--- src/include/smio_pkg.sv ---
// Purpose: Shared constants and carrier types for the manual-setup discrete I/O block.
// Assumes: 10 MHz system clock, synchronous active-high reset.
// Notes:   Pin groups travel as packed structs.
package smio_pkg;
    localparam logic [1:0]  IO_MODE_MANUAL_SETUP = 2'h2;
    localparam int          LIST_SEL_W           = 6;
    localparam int          POS_W                = 32;
    localparam int          LIST_DEPTH           = 64;
    localparam logic [1:0]  SPEED_SLOW           = 2'h1;
    localparam logic [1:0]  SPEED_FAST           = 2'h2;
    localparam int          STANDSTILL_NS        = 1000;
    localparam int          CLK_PERIOD_NS        = 100;
    localparam int          STANDSTILL_CYC       = (STANDSTILL_NS + CLK_PERIOD_NS - 1) / CLK_PERIOD_NS;
    localparam logic [3:0]  STANDSTILL_CYC_W     = 4'(STANDSTILL_CYC);

    typedef struct packed {
        logic                  fieldbus_mode_select;
        logic [LIST_SEL_W-1:0] list_select;
        logic                  jog_positive;
        logic                  jog_negative;
        logic                  jog_speed_select;
        logic                  fault_reset;
        logic                  teach_in;
        logic                  amp_enable;
        logic                  ref_switch_n;
        logic                  positive_limit_n;
        logic                  negative_limit_n;
        logic                  stop_n;
    } smio_pins_t;

    typedef struct packed {
        logic mode_select_ack;
        logic job_extra_info;
        logic job_done;
        logic job_error;
        logic drive_ready;
        logic motor_energised;
    } smio_status_t;

    typedef enum logic [3:0] {
        ST_IDLE = 4'h1,
        ST_JOG  = 4'h2,
        ST_BRK  = 4'h4,
        ST_ERR  = 4'h8
    } smio_state_t;
endpackage : smio_pkg

--- src/verilog/smio_core.sv ---
// Purpose: Fixed-assignment manual-setup discrete I/O of a servo drive controller.
// Assumes: Pins are asynchronous and pass two flip-flops; setpoint comes from the drive core.
// Notes:   Jog motion is reported as direction and speed commands; position loop is outside.
// Notes on behaviour
// - This fixed pin map is active only while the I/O configuration value is 2; reference, jog-speed and fault-reset inputs act in any mode.
// - The mode-select level chooses manual jog and teach-in (0) or field-bus control (1).
// - The mode acknowledge output goes high once field-bus control (1) has been adopted and stays low in manual mode.
// - Six list-select inputs form a binary number, weight 1 as bit 0 up to weight 32 as bit 5.
// - In manual mode a rising teach-in trigger stores the current setpoint at the selected list entry.
// - In manual mode jog-positive runs clockwise, jog-negative anticlockwise, slow or fast.
// - The power amplifier is enabled while the enable input is high outside the error state, and locked while low.
// - Limit, reference and stop inputs are active low; limits block their direction, stop halts.
// - Every signal has a fixed function and position with no remapping in this mode.
`timescale 1ns/1ps
`default_nettype none
module smio_core
    import smio_pkg::*;
#(
    parameter int DEPTH = LIST_DEPTH
) (
    // Clock and reset
    input  wire logic                   clk,
    input  wire logic                   rst,
    // Configuration and drive core
    input  wire logic [1:0]             io_mode,
    input  wire logic [POS_W-1:0]       setpoint_pos,
    input  wire logic                   drive_fault,
    // Discrete pins
    input  wire smio_pins_t             pins,
    output smio_status_t                status,
    // Motion command
    output logic                        jog_cw,
    output logic                        jog_ccw,
    output logic [1:0]                  jog_speed,
    output logic                        fieldbus_active,
    output logic                        amp_on,
    output logic                        ref_hit,
    // List memory read port
    input  wire logic [LIST_SEL_W-1:0]  list_rd_addr,
    output logic [POS_W-1:0]            list_rd_data
);
    smio_pins_t  meta_q;
    smio_pins_t  sync_q;
    smio_state_t state_q;
    logic        teach_d1_q;
    logic [3:0]  still_cnt_q;
    logic [POS_W-1:0] list_mem [DEPTH];

    // Two stages, since every pin is asynchronous to clk.
    always_ff @(posedge clk) begin
        if (rst) begin
            meta_q <= '0;
            sync_q <= '0;
        end else begin
            meta_q <= pins;
            sync_q <= meta_q;
        end
    end

    logic map_on;
    logic manual;
    logic stop_act;
    logic lim_p_act;
    logic lim_n_act;
    logic want_cw;
    logic want_ccw;
    logic teach_rise;
    logic jog_ok;
    assign map_on     = (io_mode == IO_MODE_MANUAL_SETUP);
    assign manual     = map_on && !sync_q.fieldbus_mode_select;
    assign stop_act   = !sync_q.stop_n;
    assign lim_p_act  = !sync_q.positive_limit_n;
    assign lim_n_act  = !sync_q.negative_limit_n;
    assign want_cw    = sync_q.jog_positive && !sync_q.jog_negative && !lim_p_act;
    assign want_ccw   = sync_q.jog_negative && !sync_q.jog_positive && !lim_n_act;
    assign teach_rise = sync_q.teach_in && !teach_d1_q;
    // Jog also needs manual mode and an enabled amplifier at the same edge.
    // Without that, a hand-over to the field bus or a lock leaves one extra cycle of motion.
    assign jog_ok     = (state_q == ST_JOG) && manual && sync_q.amp_enable && !stop_act;

    // Current may flow only in this pin map and outside the error state.
    function automatic logic amp_allowed(input logic        map_act,
                                         input logic        en,
                                         input smio_state_t st);
        return map_act && en && (st != ST_ERR);
    endfunction : amp_allowed

    // Jog state machine; a blocked or stopped jog ends the job at standstill.
    always_ff @(posedge clk) begin
        if (rst) begin
            state_q     <= ST_IDLE;
            still_cnt_q <= '0;
        end else begin
            case (state_q)
                ST_IDLE: begin
                    if (drive_fault) state_q <= ST_ERR;
                    else if (manual && sync_q.amp_enable && !stop_act && (want_cw || want_ccw))
                        state_q <= ST_JOG;
                end
                ST_JOG: begin
                    if (drive_fault) state_q <= ST_ERR;
                    else if (!manual || !sync_q.amp_enable || stop_act || !(want_cw || want_ccw)) begin
                        state_q     <= ST_BRK;
                        still_cnt_q <= STANDSTILL_CYC_W;
                    end
                end
                ST_BRK: begin
                    if (drive_fault) state_q <= ST_ERR;
                    else if (still_cnt_q <= 4'h1) state_q <= ST_IDLE;
                    else still_cnt_q <= still_cnt_q - 4'h1;
                end
                ST_ERR: begin
                    if (sync_q.fault_reset && !drive_fault) state_q <= ST_IDLE;
                end
                default: state_q <= ST_IDLE;
            endcase
        end
    end

    // Teach-in: list memory holds the setpoint captured per entry.
    always_ff @(posedge clk) begin
        if (rst) teach_d1_q <= 1'b0;
        else teach_d1_q <= sync_q.teach_in;
    end

    always_ff @(posedge clk) begin
        if (!rst && manual && teach_rise)
            list_mem[sync_q.list_select] <= setpoint_pos;
    end

    always_ff @(posedge clk) begin
        if (rst) list_rd_data <= '0;
        else list_rd_data <= list_mem[list_rd_addr];
    end

    // Registered outputs.
    always_ff @(posedge clk) begin
        if (rst) begin
            status          <= '0;
            jog_cw          <= 1'b0;
            jog_ccw         <= 1'b0;
            jog_speed       <= '0;
            fieldbus_active <= 1'b0;
            amp_on          <= 1'b0;
            ref_hit         <= 1'b0;
        end else begin
            status.mode_select_ack <= map_on && sync_q.fieldbus_mode_select;
            fieldbus_active        <= map_on && sync_q.fieldbus_mode_select;
            amp_on                 <= amp_allowed(map_on, sync_q.amp_enable, state_q);
            ref_hit                <= !sync_q.ref_switch_n;
            jog_cw                 <= jog_ok && want_cw;
            jog_ccw                <= jog_ok && want_ccw;
            jog_speed              <= sync_q.jog_speed_select ? SPEED_FAST : SPEED_SLOW;
            status.job_extra_info  <= (state_q == ST_JOG) && sync_q.jog_speed_select;
            status.job_done        <= (state_q == ST_IDLE);
            status.job_error       <= (state_q == ST_ERR);
            status.drive_ready     <= map_on && state_q != ST_ERR;
            status.motor_energised <= amp_allowed(map_on, sync_q.amp_enable, state_q);
        end
    end

    // Assertions.
    property p_ack_follows;
        @(posedge clk) disable iff (rst)
        $rose(sync_q.fieldbus_mode_select) && map_on |=> status.mode_select_ack;
    endproperty
    a_ack_follows: assert property (p_ack_follows) else $error("ack did not follow mode");

    property p_map_gate;
        @(posedge clk) disable iff (rst)
        !map_on |=> !status.drive_ready && !amp_on;
    endproperty
    a_map_gate: assert property (p_map_gate) else $error("outputs active outside mode 2");

    property p_fb_no_jog;
        @(posedge clk) disable iff (rst)
        sync_q.fieldbus_mode_select |=> !jog_cw && !jog_ccw;
    endproperty
    a_fb_no_jog: assert property (p_fb_no_jog) else $error("jog in field-bus mode");

    property p_limit_blocks;
        @(posedge clk) disable iff (rst)
        lim_p_act |=> !jog_cw;
    endproperty
    a_limit_blocks: assert property (p_limit_blocks) else $error("cw jog past limit");

    property p_stop_halts;
        @(posedge clk) disable iff (rst)
        stop_act |=> !jog_cw && !jog_ccw;
    endproperty
    a_stop_halts: assert property (p_stop_halts) else $error("jog while stopped");

    property p_amp_lock;
        @(posedge clk) disable iff (rst)
        !sync_q.amp_enable |=> !amp_on ##1 !jog_cw;
    endproperty
    a_amp_lock: assert property (p_amp_lock) else $error("amplifier on while locked");

    property p_jog_lock;
        @(posedge clk) disable iff (rst)
        (!sync_q.amp_enable || !manual) |=> !jog_cw && !jog_ccw;
    endproperty
    a_jog_lock: assert property (p_jog_lock) else $error("jog while locked");

    property p_speed;
        @(posedge clk) disable iff (rst)
        sync_q.jog_speed_select |=> jog_speed == SPEED_FAST;
    endproperty
    a_speed: assert property (p_speed) else $error("speed select ignored");

    property p_err_flag;
        @(posedge clk) disable iff (rst)
        drive_fault && state_q != ST_ERR |=> ##1 status.job_error;
    endproperty
    a_err_flag: assert property (p_err_flag) else $error("job error not raised");

    property p_reset_clears;
        @(posedge clk) disable iff (rst)
        state_q == ST_ERR && sync_q.fault_reset && !drive_fault |=> ##1 !status.job_error;
    endproperty
    a_reset_clears: assert property (p_reset_clears) else $error("fault reset ignored");

    property p_teach_store;
        @(posedge clk) disable iff (rst)
        manual && teach_rise |=> list_mem[$past(sync_q.list_select)] == $past(setpoint_pos);
    endproperty
    a_teach_store: assert property (p_teach_store) else $error("teach-in not stored");
endmodule : smio_core
`default_nettype wire

--- config.mk ---
export PLATFORM = sky130hd
export DESIGN_NAME = smio_core
export DESIGN_NICKNAME = d
export VERILOG_FILES = /design/src/include/smio_pkg.sv /design/src/verilog/smio_core.sv
export SDC_FILE = /design/constraint.sdc
export NUM_CORES = 2
export LEC_CHECK = 0
export ABC_CLOCK_PERIOD_IN_PS = 3600
export BUFFER_PORTS_ARGS = -buffer_cell sky130_fd_sc_hd__buf_2
export CORE_MARGIN = 2
export CORE_UTILIZATION = 60
export DETAILED_ROUTE_END_ITERATION = 8
export PLACE_DENSITY = 0.81
export SETUP_SLACK_MARGIN = 0.5
export SYNTH_ARGS = -nofsm -noshare
export SYNTH_HDL_FRONTEND = slang
export SYNTH_SLANG_ARGS = --single-unit
--- constraint.sdc ---
create_clock -name clk -period 3.6 [get_ports clk]
set_input_delay 0.54 -clock clk [delete_from_list [all_inputs] [get_ports clk]]
set_output_delay 0.54 -clock clk [all_outputs]
set_load 0.02 [all_outputs]
* Word level (Yosys, flattened, before mapping)
Memories as Yosys holds them, arrays and structs flattened. A register that Yosys moved wholly into a read port is not among the register bits.
Index checks and enable logic that the tools add are counted.
** Word-level totals
- Logic and storage cells :: 110
- Bits of input ports :: 60
- Output and inout bits :: 45
- Memories :: 1
- Bits in writable memories :: 2048
- Bits in registers :: 54
** Memories
- list_mem :: depth 64, width 32, read ports 1, clocked after Yosys merged registers in 1, wr ports 1, RTL line smio_core.sv:47 : logic [POS_W-1:0] list_mem [DEPTH];
** Cells by class
- Reductions and logical operators :: 40
- Order comparisons :: 1
- $add $sub $neg :: 1
- Muxes and demuxes :: 16
- Equal/unequal tests :: 14
** Operator list (count)
- two-way mux 4 bit :: 11
- logical AND 1 bit :: 22
- one-hot mux 4 bit (4 select lines) :: 1
- zero test 1 bit :: 11
- inequality test 2 bit (second input constant) :: 4
- one-hot mux 4 bit (2 select lines) :: 1
- inequality test 3 bit (second input constant) :: 2
- AND reduction 5 bit :: 1
- equality test 4 x 1 -> 1 bit (second input constant) :: 1
- equality test 4 x 2 -> 1 bit (second input constant) :: 1
- equality test 4 x 3 -> 1 bit (second input constant) :: 1
- equality test 4 bit (second input constant) :: 1
- <= comparator 4 x 1 -> 1 bit (second input constant) :: 1
- logical OR 1 bit :: 4
- inequality test 4 bit (second input constant) :: 1
- AND reduction 4 bit :: 1
- subtractor 4 x 1 -> 4 bit (second input constant) :: 1
- inequality test 3 x 2 -> 1 bit (second input constant) :: 1
- equality test 2 bit (second input constant) :: 1
- two-way mux 1 bit :: 2
- two-way mux 2 bit :: 1
- inequality test 2 x 1 -> 1 bit (second input constant) :: 1
- nonzero test 2 bit :: 1

* Logic depth before layout (Yosys ltp)
- Word-level depth :: 9
- Gate-level depth with buffers :: 10
- Gate-level depth less buffers :: 7

* Worst setup path after synthesis
No wires, ideal clock.
- Kind :: input port to flip-flop
- Start point :: input port rst
- End point :: memory list_mem[55][0], enable pin
- Setup time :: 0.421 ns
- Setup slack :: 0.312 ns
- Stages :: 6
- Required time :: 3.179 ns
- Path buffers :: 1
- Arrival time :: 2.867 ns
- Cells stage by stage :: clkbuf_1 -> nor3b_1 -> nand3_1 -> nor2_1 -> nand3_1 -> nor2_1
** On the way
- Cells in the longest elaborated chain, start to end :: 5
** Ends and longest elaborated chain
- start, declared :: RTL line smio_core.sv:23 : input wire logic rst,
- zero test 1 bit :: RTL line smio_core.sv:127 : if (!rst && manual && teach_rise)
- logical AND 1 bit (2 in a row) :: RTL line smio_core.sv:127
- two-way mux 1 bit :: RTL line smio_core.sv:127
- two-way mux 1 bit (implied by the code) :: RTL line smio_core.sv:128 : list_mem[sync_q.list_select] <= setpoint_pos;
- end, declared :: RTL line smio_core.sv:47
Every way passes these cells.

==> qor.yml <==
drt_iter0_drc: 8405
synth_warnings: 0
rsz0062_at_grt: "no"
clock_sinks: 2134
setup_ws_ps: 888.1
max_freq_mhz: 368.7
pwr-share-comb_pct: 5.1
vias: 43790
dp.final_hpwl_mm: 135.5
arrival_ps: 3330
fin_crit_sh_pct: 75.33
critPathKind: "input port to flop"
peakVddDrop_mv: 0.5008
drive_gt1_share_pct: 30.30
slew_violations: 0
slowest_delay_ps: 750
rows: 134
antenna_found_initial: 22
grt_usage_pct: 36.76
p_switching_uw: 10870
whs_path_depth: 3
path_cells: "buf_8 -> buf_12 -> buf_4 -> nor2_1 -> a22oi_1 -> a21oi_1 -> nor2_1 -> o21ai_0"
fillers: 7349
tightestPinTransition_ps: 1346
synth_async_sr_flop_share_pct: 0
start_util_pct: 60.57
grt_pass1_vias: 44660
clk_latency_ps: 830
ant_nets: 0
dieArea_sq_um: 137800
fp.dieW_um: 371.3
power.internal_uw: 39860
cpMostUsedCell: "nor2_1"
min_path_type: "input port to flop"
grt_max_degree: 65
netlist_area_sq_um: 80940
p_leak_uw: 0.02939
setup_tns_ps: 0
power_density_nw_per_um2: 549.5
sequentialPowerShare_pct: 53.9
finClkSkew_ps: 34.64
cts_setup_buffers: 0
status: "complete, no violations"
worstRegToRegCells: 3
port_buffers: 104
core_sq_um: 133600
place.gp.congestion: 0.9134
pwr-share-clk_pct: 41.1
instances_no_fill: 5934
crit_path_end_kind: "flop"
nNetsFinal: 4053
final-setup-viol-count: 0
cap_violations: 0
fin_hold_ws_ps: 100.8
grt_pass1_wl_mm: 343.6
synth_fp_nets: 3668
htree_num_levels: 4
via_per_inst: 7.379
area_growth_pct: 14.05
seq_area_frac_synth_pct: 78.11
placed_cells: 5542
hold_violations: 0
swShare_pct: 21.42
drc: 0
finalCriticalPeriod_ps: 2712
pre_cts_ws_ps: 321.4
cts_tree: "done"
drt_first_pass_iters: 8
ys_types: 60
ctsHoldBuffers: 18
synthCells: 3606
path_max_fanout: 35
avgRoutedWirePerCell_um: 41.82
maxSlewHeadroom_pct: 10.27
cp-start-kind: "input port"
final_core_util_pct: 69.08
cts_resized: 0
seq_area_sq_um: 63220
ys_ff_latch: 2134
crit_path_top_delay_cell: "o21ai_0"
syn_area_per_cell_sq_um: 22.44
synthFlopType: "edfxtp_1"
wl_mm: 248.2
synth_enable_flop_cells: 2048
ios: 105
die_y_um: 371.3
critical_path_required_ps: 4220
cts_made_buffers: 197
clk_pin_slew_worst_paths_ps: 70
cts_buffer_depth: 3
cts_root_buffer: "clkbuf_16"
multi_input_area_sq_um: 17060
overflow: 0
flip-flops by register name, indices dropped and copies added, names as in the netlist:
name and cells:
status 4, list_rd_data 32, teach_d1_q 1, jog_speed 2, state_q 4, amp_on 1, sync_q 17, jog_ccw 1
ref_hit 1, meta_q 17, still_cnt_q 4, jog_cw 1, list_mem 2048, fieldbus_active 1
cell usage after synthesis (8+ instances only):
| cell type | count | share of area (%) |
|---|---|---|
| edfxtp_1 | 2048 | 76 |
| mux4_2 | 530 | 15 |
| nor2_1 | 118 | 0.55 |
| nand2_1 | 111 | 0.51 |
| mux2i_1 | 87 | 1.1 |
| dfxtp_1 | 86 | 2.1 |
| nor2b_1 | 67 | 0.52 |
| clkbuf_1 | 59 | 0.27 |
| a22oi_1 | 57 | 0.53 |
| buf_2 | 56 | 0.35 |
| buf_4 | 48 | 0.45 |
| nand3_1 | 42 | 0.26 |
| a21oi_1 | 38 | 0.23 |
| a211oi_1 | 21 | 0.19 |
| o21ai_0 | 18 | 0.11 |
| o22ai_1 | 18 | 0.14 |
| and2_1 | 17 | 0.13 |
| buf_6 | 17 | 0.24 |
| mux2_2 | 14 | 0.19 |
| nor3_1 | 14 | 0.087 |
| buf_1 | 13 | 0.060 |
| a221oi_1 | 11 | 0.12 |
| a311oi_1 | 9 | 0.097 |
| inv_1 | 9 | 0.042 |
| a22o_1 | 8 | 0.087 |
power by group through the flow:
stage	Sequential, uW	Combinational (uW)	Clock (uW)
after floorplan	27900	1290	0
after global placement	27900	2340	0
after detailed placement	27900	2410	0
after CTS	27300	2490	20800
after global routing	27300	2630	21700
final	27300	2570	20800
cell usage in the layout (no fill, tap or decap), types with 42 or more instances in the layout:
master and n:
a22oi_1 57, buf_12 56, buf_2 100, buf_4 202, clkbuf_1 45, clkbuf_16 203, dfxtp_1 86, edfxtp_1 2048
mux2i_1 87, mux4_2 530, nand2_1 111, nand3_1 42, nor2_1 54, nor2_4 64, nor2b_1 67
worst paths after layout:
check / slack, ps / to / start
setup / recovery: 890 / list_rd_data[4] / list_rd_addr[1]
hold / removal: 100 / status[1] / io_mode[1]
setup reg to reg: 1030 / list_mem[63][24] / sync_q[14]
hold reg to reg: 390 / ref_hit / sync_q[3]
final cells by class:
class	count	area share [%]
repair buffers	379	3.643
clock inverters	102	1.042
inverters	9	0.03795
flip-flops and latches	2134	68.49
diodes	11	0.02982
multi-input cells	1270	18.48
well taps	1768	2.396
clock buffers	261	5.880
layer usage:
layer / global-route usage [%] / up-vias / wire (um)
met5: 0 / - / 335
met1: 45.05 / 22010 / 72930
met2: 54.82 / 4532 / 112100
met3: 13.92 / 1255 / 41660
li1: - / 15960 / -
met4: 24.95 / 26 / 21140
through the flow:
step	area (sq um)	power [uW]
6_report	92310	50720
3_5_place_dp	85710	30260
2_1_floorplan	81000	29150
5_1_grt	92290	51650
3_3_place_gp	85710	30190
4_1_cts	92280	50660
kinds of logic after synthesis:
family                     Yosys count  synth area share (%)
AOI/OAI and AO/OA                  231                 2.053
xor gates and xnor gates             2               0.02165
muxes                              631                 16.02
and+or+nand+nor                    404                 2.361
adders and majority gates            2               0.03091
DFF                               2134                 78.11
buffers and inverters              202                 1.404
worst max-delay path, delay by kind of cell:
family          cells  cell delay (ps)
buf+inv             3              690
compound gates      3             1140
simple gates        2              810
Power figures use the tool's default switching activity.
